$ cat src/inc/pwrmc_pkg.sv
/*
 * Shared constants and types for the power mode controller.
 * Assumes a single 10 MHz system clock and an active high asynchronous reset.
 */
package pwrmc_pkg;

    // ==========================================================
    // Power modes
    typedef enum logic [1:0] {
        active_mode,
        light_sleep_mode,
        retention_sleep_mode,
        deepest_sleep_mode
    } pwrmc_mode_t;

    // ==========================================================
    // High frequency oscillator selection in active mode
    localparam logic [1:0] HF_SEL_RC   = 2'h1;
    localparam logic [1:0] HF_SEL_XO   = 2'h2;
    localparam logic [1:0] HF_SEL_BOTH = 2'h3;

    // ==========================================================
    // Sleep timer
    localparam int             TMR_W     = 24;
    localparam logic [23:0]    TMR_RESET = 24'h000000;
    localparam logic [23:0]    TMR_STEP  = 24'h000001;

    // ==========================================================
    // Memory sizes in bytes
    localparam int SRAM_TOTAL_BYTES = 8192;
    localparam int SRAM_RET_BYTES   = 4096;

    // ==========================================================
    // Wake cause bit positions
    localparam int CAUSE_EXT = 0;
    localparam int CAUSE_TMR = 1;
    localparam int CAUSE_IRQ = 2;
    localparam int CAUSE_W   = 3;

    // ==========================================================
    // Timing
    localparam int CLK_PERIOD_NS = 100;
    localparam int SYNC_STAGES   = 2;
    localparam int SYNC_INPUTS   = 2;
    localparam int SYNC_EXT      = 0;
    localparam int SYNC_LF       = 1;

endpackage

$ cat src/inc/pwrmc_tmr_if.sv
/*
 * Carrier between the mode controller and its sleep timer.
 * Assumes both ends run on the same system clock.
 */
interface pwrmc_tmr_if;
    import pwrmc_pkg::*;

    logic             run;
    logic             tick;
    logic [TMR_W-1:0] cmp;
    logic [TMR_W-1:0] count;
    logic             expire;

    modport ctrl (output run, output tick, output cmp, input count, input expire);
    modport tmr  (input run, input tick, input cmp, output count, output expire);

endinterface

$ cat src/verilog/pwrmc_ctrl.sv
/*
 * Power mode controller: holds the current power mode, drives regulator,
 * oscillator and memory power enables, and wakes the system.
 * Assumes software raises sleep_req_i for one clock with the mode on
 * sleep_mode_i, and that ext_int_i and lf_clk_i are asynchronous pins.
 */
module pwrmc_ctrl
    import pwrmc_pkg::*;
(
    input  wire logic               clk_i,
    input  wire logic               rst_i,
    input  wire logic               sleep_req_i,
    input  wire logic [1:0]         sleep_mode_i,
    input  wire logic [1:0]         hf_sel_i,
    input  wire logic               lf_xosc_sel_i,
    input  wire logic               ext_int_i,
    input  wire logic               lf_clk_i,
    input  wire logic               irq_pend_i,
    input  wire logic [TMR_W-1:0]   sleep_cmp_i,
    input  wire logic               sram_lost_clr_i,
    output logic [1:0]              power_mode_o,
    output logic                    dreg_en_o,
    output logic                    hf_rcosc_en_o,
    output logic                    hf_xosc_en_o,
    output logic                    lf_rcosc_en_o,
    output logic                    lf_xosc_en_o,
    output logic                    sram_ret_en_o,
    output logic                    sram_main_en_o,
    output logic                    sram_lost_o,
    output logic [TMR_W-1:0]        sleep_count_o,
    output logic                    wake_o,
    output logic [CAUSE_W-1:0]      wake_cause_o
);

    // ==========================================================
    // Mode decoding
    function automatic logic dreg_on(input pwrmc_mode_t m);
        return (m == active_mode) || (m == light_sleep_mode);
    endfunction

    function automatic logic hf_on(input pwrmc_mode_t m);
        return m == active_mode;
    endfunction

    function automatic logic lf_on(input pwrmc_mode_t m);
        return m != deepest_sleep_mode;
    endfunction

    // ==========================================================
    // Declarations
    pwrmc_mode_t                mode;
    pwrmc_mode_t                next_mode;
    pwrmc_mode_t                req_mode;
    logic [SYNC_INPUTS-1:0]     sync_s1;
    logic [SYNC_INPUTS-1:0]     sync_s2;
    logic [SYNC_INPUTS-1:0]     pin_in;
    logic                       ext_sync;
    logic                       lf_sync;
    logic                       lf_prev;
    logic                       lf_sel;
    logic                       next_lf_sel;
    logic [CAUSE_W-1:0]         next_cause;
    logic                       waking;

    pwrmc_tmr_if                tmr_bus ();

    // ==========================================================
    // Pin synchronisers
    assign pin_in[SYNC_EXT] = ext_int_i;
    assign pin_in[SYNC_LF]  = lf_clk_i;

    genvar gi;
    generate
        for (gi = 0; gi < SYNC_INPUTS; gi++) begin : g_sync
            always_ff @(posedge clk_i or posedge rst_i) begin
                if (rst_i) begin
                    sync_s1[gi] <= 1'b0;
                    sync_s2[gi] <= 1'b0;
                end else begin
                    sync_s1[gi] <= pin_in[gi];
                    sync_s2[gi] <= sync_s1[gi];
                end
            end
        end
    endgenerate

    assign ext_sync = sync_s2[SYNC_EXT];
    assign lf_sync  = sync_s2[SYNC_LF];

    // The LF clock is sampled rather than used as a clock, so one tick per rising edge.
    always_ff @(posedge clk_i or posedge rst_i) begin
        if (rst_i) begin
            lf_prev <= 1'b0;
        end else begin
            lf_prev <= lf_sync;
        end
    end

    // ==========================================================
    // Sleep timer
    assign tmr_bus.run  = lf_on(mode);
    assign tmr_bus.tick = lf_sync && !lf_prev;
    assign tmr_bus.cmp  = sleep_cmp_i;

    pwrmc_sleep_timer u_timer (
        .clk_i (clk_i),
        .rst_i (rst_i),
        .tmr   (tmr_bus)
    );

    assign sleep_count_o = tmr_bus.count;

    // ==========================================================
    // Mode sequencing
    assign req_mode = pwrmc_mode_t'(sleep_mode_i);

    always_comb begin
        next_mode  = mode;
        next_cause = '0;
        unique case (mode)
            active_mode: begin
                if (sleep_req_i && (req_mode != active_mode)) begin
                    next_mode = req_mode;
                end
            end
            light_sleep_mode, retention_sleep_mode: begin
                next_cause[CAUSE_EXT] = ext_sync;
                next_cause[CAUSE_TMR] = tmr_bus.expire;
                next_cause[CAUSE_IRQ] = irq_pend_i;
                if (|next_cause) begin
                    next_mode = active_mode;
                end
            end
            deepest_sleep_mode: begin
                // The timer is stopped here, so only the ext_int_i pin and interrupts can wake.
                next_cause[CAUSE_EXT] = ext_sync;
                next_cause[CAUSE_IRQ] = irq_pend_i;
                if (|next_cause) begin
                    next_mode = active_mode;
                end
            end
        endcase
    end

    assign waking = (mode != active_mode) && (next_mode == active_mode);

    // Reset always lands in active mode, which is also the wake-by-reset path.
    always_ff @(posedge clk_i or posedge rst_i) begin
        if (rst_i) begin
            mode <= active_mode;
        end else begin
            mode <= next_mode;
        end
    end

    assign power_mode_o = mode;

    always_ff @(posedge clk_i or posedge rst_i) begin
        if (rst_i) begin
            wake_o       <= 1'b0;
            wake_cause_o <= '0;
        end else begin
            wake_o <= waking;
            if (waking) begin
                wake_cause_o <= next_cause;
            end
        end
    end

    // ==========================================================
    // Regulator and oscillator enables
    // The LF choice is frozen outside active mode so a sleeping system never swaps sources.
    assign next_lf_sel = (mode == active_mode) ? lf_xosc_sel_i : lf_sel;

    always_ff @(posedge clk_i or posedge rst_i) begin
        if (rst_i) begin
            lf_sel        <= 1'b0;
            lf_rcosc_en_o <= 1'b1;
            lf_xosc_en_o  <= 1'b0;
        end else begin
            lf_sel        <= next_lf_sel;
            lf_rcosc_en_o <= lf_on(next_mode) && !next_lf_sel;
            lf_xosc_en_o  <= lf_on(next_mode) && next_lf_sel;
        end
    end

    // A zero selection falls back to the RC oscillator so active mode never runs without one.
    always_ff @(posedge clk_i or posedge rst_i) begin
        if (rst_i) begin
            hf_rcosc_en_o <= 1'b1;
            hf_xosc_en_o  <= 1'b0;
        end else begin
            hf_rcosc_en_o <= hf_on(next_mode) && (hf_sel_i != HF_SEL_XO);
            hf_xosc_en_o  <= hf_on(next_mode) && hf_sel_i[1];
        end
    end

    always_ff @(posedge clk_i or posedge rst_i) begin
        if (rst_i) begin
            dreg_en_o <= 1'b1;
        end else begin
            dreg_en_o <= dreg_on(next_mode);
        end
    end

    // ==========================================================
    // SRAM retention
    // The retained half sits on its own always-on supply and is never switched here.
    assign sram_ret_en_o = 1'b1;

    always_ff @(posedge clk_i or posedge rst_i) begin
        if (rst_i) begin
            sram_main_en_o <= 1'b1;
        end else begin
            sram_main_en_o <= dreg_on(next_mode);
        end
    end

    // Set wins over a clear in the same cycle so a power-off is never missed.
    always_ff @(posedge clk_i or posedge rst_i) begin
        if (rst_i) begin
            sram_lost_o <= 1'b0;
        end else if (dreg_on(mode) && !dreg_on(next_mode)) begin
            sram_lost_o <= 1'b1;
        end else if (sram_lost_clr_i) begin
            sram_lost_o <= 1'b0;
        end
    end

    // ==========================================================
    // Checks
    mode_code_a: assert property (@(posedge clk_i) disable iff (rst_i)
        (power_mode_o == 2'h0) == (hf_rcosc_en_o || hf_xosc_en_o))
        else $error("HF oscillators not tied to active mode");

    active_full_a: assert property (@(posedge clk_i) disable iff (rst_i)
        (mode == active_mode) |-> dreg_en_o && (hf_rcosc_en_o || hf_xosc_en_o))
        else $error("active mode without regulator or HF clock");

    hf_select_a: assert property (@(posedge clk_i) disable iff (rst_i)
        (next_mode == active_mode && hf_sel_i == HF_SEL_BOTH)
        |=> hf_rcosc_en_o && hf_xosc_en_o)
        else $error("both HF oscillators requested but not running");

    lf_single_a: assert property (@(posedge clk_i) disable iff (rst_i)
        (mode != deepest_sleep_mode) |-> (lf_rcosc_en_o ^ lf_xosc_en_o))
        else $error("not exactly one LF source running");

    light_state_a: assert property (@(posedge clk_i) disable iff (rst_i)
        (mode == light_sleep_mode) |-> dreg_en_o && !hf_rcosc_en_o && !hf_xosc_en_o)
        else $error("light sleep enables wrong");

    light_wake_a: assert property (@(posedge clk_i) disable iff (rst_i)
        (mode inside {light_sleep_mode, retention_sleep_mode} && (ext_sync || tmr_bus.expire))
        |=> (mode == active_mode) && wake_o && dreg_en_o)
        else $error("lighter sleep did not wake on pin or timer");

    ret_state_a: assert property (@(posedge clk_i) disable iff (rst_i)
        (mode == retention_sleep_mode)
        |-> !dreg_en_o && !hf_rcosc_en_o && !hf_xosc_en_o && (lf_rcosc_en_o || lf_xosc_en_o))
        else $error("retention sleep enables wrong");

    deep_off_a: assert property (@(posedge clk_i) disable iff (rst_i)
        (mode == deepest_sleep_mode)
        |-> !(dreg_en_o || hf_rcosc_en_o || hf_xosc_en_o || lf_rcosc_en_o || lf_xosc_en_o))
        else $error("deepest sleep left something powered");

    deep_hold_a: assert property (@(posedge clk_i) disable iff (rst_i)
        (mode == deepest_sleep_mode && !ext_sync && !irq_pend_i) |=> mode == deepest_sleep_mode)
        else $error("deepest sleep woke without a pin or interrupt");

    sram_lose_a: assert property (@(posedge clk_i) disable iff (rst_i)
        (mode == active_mode && sleep_req_i
         && req_mode inside {retention_sleep_mode, deepest_sleep_mode})
        |=> sram_lost_o && !sram_main_en_o && sram_ret_en_o ##1 sram_ret_en_o)
        else $error("SRAM power not handled on regulator off");

    irq_wake_a: assert property (@(posedge clk_i) disable iff (rst_i)
        (mode != active_mode && irq_pend_i) |=> (mode == active_mode) && wake_cause_o[CAUSE_IRQ])
        else $error("interrupt did not wake the device");

    stay_active_a: assert property (@(posedge clk_i) disable iff (rst_i)
        (mode == active_mode && !sleep_req_i) |=> (mode == active_mode) [*2] or
        (mode == active_mode && sleep_req_i))
        else $error("left active mode without a request");

endmodule // pwrmc_ctrl

$ cat src/verilog/pwrmc_sleep_timer.sv
/*
 * Sleep timer: counts low frequency source periods and flags a compare match.
 * Assumes tick is a one-cycle pulse per low frequency period on clk_i.
 */
module pwrmc_sleep_timer
    import pwrmc_pkg::*;
(
    input  wire logic  clk_i,
    input  wire logic  rst_i,
    pwrmc_tmr_if.tmr   tmr
);

    // ==========================================================
    // Counter
    logic [TMR_W-1:0] next_count;

    assign next_count = tmr.count + TMR_STEP;

    // The count keeps running through compare matches so it doubles as a real-time counter, except in deepest sleep where it stops.
    always_ff @(posedge clk_i or posedge rst_i) begin
        if (rst_i) begin
            tmr.count <= TMR_RESET;
        end else if (tmr.run && tmr.tick) begin
            tmr.count <= next_count;
        end
    end

    always_ff @(posedge clk_i or posedge rst_i) begin
        if (rst_i) begin
            tmr.expire <= 1'b0;
        end else begin
            tmr.expire <= tmr.run && tmr.tick && (next_count == tmr.cmp);
        end
    end

    // ==========================================================
    // Checks
    count_hold_a: assert property (@(posedge clk_i) disable iff (rst_i)
        !(tmr.run && tmr.tick) |=> $stable(tmr.count))
        else $error("sleep count moved without a running tick");

    count_step_a: assert property (@(posedge clk_i) disable iff (rst_i)
        (tmr.run && tmr.tick) |=> tmr.count == $past(tmr.count) + TMR_STEP)
        else $error("sleep count did not step by one");

endmodule // pwrmc_sleep_timer
$ cat config.mk
export PLATFORM = sky130hd
export DESIGN_NAME = pwrmc_ctrl
export DESIGN_NICKNAME = d
export VERILOG_FILES = /design/src/inc/pwrmc_pkg.sv /design/src/inc/pwrmc_tmr_if.sv /design/src/verilog/pwrmc_ctrl.sv /design/src/verilog/pwrmc_sleep_timer.sv
export SDC_FILE = /design/constraint.sdc
export NUM_CORES = 1
export LEC_CHECK = 0
export ABC_AREA = 1
export BUFFER_PORTS_ARGS = -buffer_cell sky130_fd_sc_hd__buf_2
export CAP_MARGIN = 20
export CORE_MARGIN = 2
export CORE_UTILIZATION = 50
export CTS_BUF_LIST = sky130_fd_sc_hd__clkbuf_8
export DETAILED_ROUTE_END_ITERATION = 6
export HOLD_SLACK_MARGIN = 0.05
export PLACE_DENSITY = 0.86
export SYNTH_ARGS = -nofsm -noshare
export SYNTH_HDL_FRONTEND = slang
export SYNTH_SLANG_ARGS = --single-unit
$ cat constraint.sdc
create_clock -name clk_i -period 1.55 [get_ports clk_i]
set_input_delay 0.155 -clock clk_i [delete_from_list [all_inputs] [get_ports clk_i]]
set_output_delay 0.155 -clock clk_i [all_outputs]
set_load 0.03 [all_outputs]
==> impl.org <==
** STA
- Final worst clock skew :: 0.00454 ns
- Hold timing on the final database bottoms out at a slack of 0.0801 ns.
- Minimum period implied by the final worst setup slack :: 2.02 ns
- After layout, the worst setup slack is -0.467 ns.
- Sum of negative setup slack :: -2.05 ns
- Setup repair after global routing could not meet its margin everywhere.
- Setup violations remaining at the end of the flow were counted as 26.
- Based on the critical path, the design can be clocked at up to between 0.4 and 0.5 GHz.
- Share of the clock period used by the worst path after layout :: 1.30
- Hold Vio Cnt, Final :: 0
- The count of final max-slew check failures came to 0.

** Synthesis
- Area contributors post-synth :: sky130_fd_sc_hd__dfrtp_1, sky130_fd_sc_hd__nand2_1, sky130_fd_sc_hd__inv_1, sky130_fd_sc_hd__nand3_1, sky130_fd_sc_hd__o21ai_0
- Yosys printed 0 warnings.
- Of all flip-flops after synthesis, the portion carrying an async set or reset was 1.00.
- Cells after synthesis :: around 430
- In this run, synthesis produced a sequential element count of 43.
- The largest total area in the synthesized netlist belongs to sky130_fd_sc_hd__dfrtp_1.
- Cell Area, Synth :: 2910 um2
- The share of synthesized area in the top cell type comes to 0.343.
- Post-synth net total :: 467
- Number of flops mapped to enable cells by yosys :: 0
- Syn avg cell area :: 6.82 um2
- Sequential share of the synthesized area :: 0.371
- The synthesized netlist contains 33 unique library cells.
- Primary FF master, synth :: sky130_fd_sc_hd__dfrtp_1

** Finish
- Filler Cell Count :: 361
- The top cell types in the final layout, fill and taps aside, are sky130_fd_sc_hd__nand2_1, sky130_fd_sc_hd__buf_2, sky130_fd_sc_hd__inv_1.
- The net count of the finished layout is 612.
- The sequential cells in the finished layout cover a total of 1090 um2.
- Relative to the synthesized area, the layout overhead comes to 50.2%.
- Final core utilization :: 0.785
- Of the cells placed in the final design, the portion with a size suffix greater than 1 is 0.443.
- The multi-input combinational cells in the finished layout cover a total of about 1800 um2.
- Most frequent standard cell in the layout excluding fill and tap cells :: sky130_fd_sc_hd__nand2_1
- The repair_antennas step left the layout with diodes totalling 0.
- Final Instance Count excl. Fillers :: 645

** Global route
- The first global-routing pass estimated 13800 um of wire.
- Overall track demand over capacity in global routing :: 0.276
- Initial antenna violation count :: 0
- Entering global routing, the biggest net connects 44 pins.
- Overall overflow remaining after global route :: 0
- The number of global-route vias before repair came to 3254.

** Floorplanning
- IO Count :: 74
- The core region is between 5000 and 6000 um2.
- From left edge to right edge, the die measures 80.3 um.
- Y dimension of the die :: 80.3 um
- Initial cell density of the core :: 0.523
- Cell Rows :: 27
- Overall die area :: 6450 um2

** Worst setup path
- Startpoint class of the critical path :: flop
- Reg2Reg Capture Point :: u_timer.tmr.expire
- WS Path Type :: reg2reg
- R2R setup slack :: -0.47 ns
- The worst setup path is captured at a flop.
- Startpoint of the lowest-slack register-to-register path :: u_timer.tmr.count[1]
- Cell depth of the worst flop-to-flop path :: 13
- Data arrives at the worst endpoint at ~2.3 ns.
- In this run the worst path has a maximum fanout of 7.
- STA puts the critical path data required time at 1.79 ns.

** CTS
- Clock Sinks :: 43
- Maximum clock path buffer count :: 2
- Clock slew at the register clock pins of the worst setup and hold paths :: 0.09 ns
- CTS root buffer :: sky130_fd_sc_hd__clkbuf_8
- Total CTS buffers :: 5
- TritonCTS built the clock tree.
- Number of levels in the clock H-tree :: 2
- Source-to-sink clock delay at the later pin of the worst-skew pair :: 0.30 ns

** Status
- The checks that failed: negative setup slack.
- The run finished, with violations left.

** Place
- Once placement completed, the tool counted placed cells totaling 615.
- Detailed placement ended at an HPWL of 6390 um.
- The congestion estimate from routability-driven global placement came to 0.900.
- Port buffering added 72 buffers.

** Pwr
- IR Drop Worst-Case VDD :: 1.53 mV
- Power Density :: 1080 nW/um2
- Reported leakage power :: 2.35 nW

** Drt
- The routed design has 10700 um of wire.
- The detailed router placed 3612 vias in this run.
- Detailed Route Iter0 Violations :: 299
- Dividing the detail-routed wire length by the instance count gives 16.6 um.
- ANT nets after route :: 0
- DRC :: 0
- For this run, the detailed router's first-pass iteration total came to 5.
- In the routed layout, each cell is associated on average with a via count of 5.60.

** Hold path
- Class of the tightest hold or removal check :: in2reg
- For hold timing, the worst endpoint is wake_cause_o[2].
- Count of cells along the worst hold path :: 3
- The startpoint identified for the worst hold timing path is irq_pend_i.

** Job
- Max-cap viol count :: 0
==> critical path: stages (launching register included) <==
cell	delay (ns)
sky130_fd_sc_hd__dfrtp_2	0.44
sky130_fd_sc_hd__ha_4	0.18
sky130_fd_sc_hd__nand2_4	0.08
sky130_fd_sc_hd__nor2_8	0.21
sky130_fd_sc_hd__nand2_4	0.10
sky130_fd_sc_hd__nor2_4	0.15
sky130_fd_sc_hd__nand2_1	0.13
sky130_fd_sc_hd__nand3b_1	0.11
sky130_fd_sc_hd__nand2_1	0.05
sky130_fd_sc_hd__nor2_1	0.10
sky130_fd_sc_hd__nand2_1	0.06
sky130_fd_sc_hd__nor2_1	0.12
sky130_fd_sc_hd__nand2_1	0.10
sky130_fd_sc_hd__nor2_2	0.12
==> state kept, by name (all words and copies together), names as in the netlist <==
signal and count:
u_timer.tmr.count 24, wake_cause_o 3, power_mode_o 2, sync_s1 2
ext_sync 1, hf_rcosc_en_o 1, hf_xosc_en_o 1, lf_prev 1
lf_rcosc_en_o 1, lf_sel 1, lf_sync 1, lf_xosc_en_o 1
sram_lost_o 1, sram_main_en_o 1, u_timer.tmr.expire 1, wake_o 1
==> layout make-up <==
class                      count  area share
sequential                    43       0.248
clock inverter                 3     0.00372
tap                           72      0.0206
multi-input combinational    313       0.417
timing repair buffer         144       0.237
inverter                      65      0.0575
clock buffer                   5      0.0157
==> through the flow <==
stage | setup WS, ns | cell area, um2 | total power [mW]
after floorplan | -0.164 | 2980 | 2.75
after global placement | -0.166 | 3800 | 3.41
after detailed placement | -0.230 | 3800 | 3.49
after CTS | -0.216 | 4040 | 4.38
after global routing | -0.543 | 4380 | 4.98
final | -0.467 | 4380 | 4.75
==> Yosys cell counts, drive strengths merged (3+ instances only) <==
cell and count:
nand3 47, a21oi 3, o21ai 28, xor2 3, dfrtp 40, inv 63, nand4 4, nand3b 10
nor2 44, ha 4, clkbuf 4, nand2 160, dfstp 3
==> how the worst max path moves through the flow <==
stage | startpoint | to | slack, ns | depth (start not counted)
after floorplan | u_timer.tmr.count[0] | u_timer.tmr.expire | -0.16 | 13
after global routing | u_timer.tmr.count[5] | u_timer.tmr.expire | -0.54 | 14
final | u_timer.tmr.count[1] | u_timer.tmr.expire | -0.47 | 13
after global placement | power_mode_o[0] | wake_cause_o[1] | -0.17 | 10
after detailed placement | u_timer.tmr.count[2] | u_timer.tmr.expire | -0.23 | 12
after CTS | u_timer.tmr.count[1] | u_timer.tmr.expire | -0.22 | 11
==> what timing repair did <==
item | CTS | global route
resized for setup | 26 | 74
gates cloned | 0 | 4
buffers inserted | 6 | 8
setup endpoints to repair | 25 | 29
pin swaps | 16 | 27
hold buffers | 4 | 0
endpoints found under the hold margin | 43 | 0
==> report_power, final <==
group          internal [mW]  switching, mW
sequential              1.36          0.184
combinational           1.01           1.47
clock                  0.309          0.408
==> metal layers <==
metal,vias to the layer above,routed length [um],global-route usage
met2,261,5190,0.508
met4,0,527,0.0966
met5,-,0,0
li1,1621,-,-
met3,67,1070,0.0404
met1,1663,3920,0.323
==> cells by family (layout without fill, tap and decap cells) <==
family	count (synthesis)	after routing	share of synthesized area
flops	43	43	0.371
xor+xnor	5	5	0.0198
compound gates	34	34	0.0631
buf+inv	71	217	0.0940
simple gates	269	269	0.434
other cells	1	1	0.00129
fa+ha+maj	4	4	0.0172
Power figures use the tool's default switching activity.
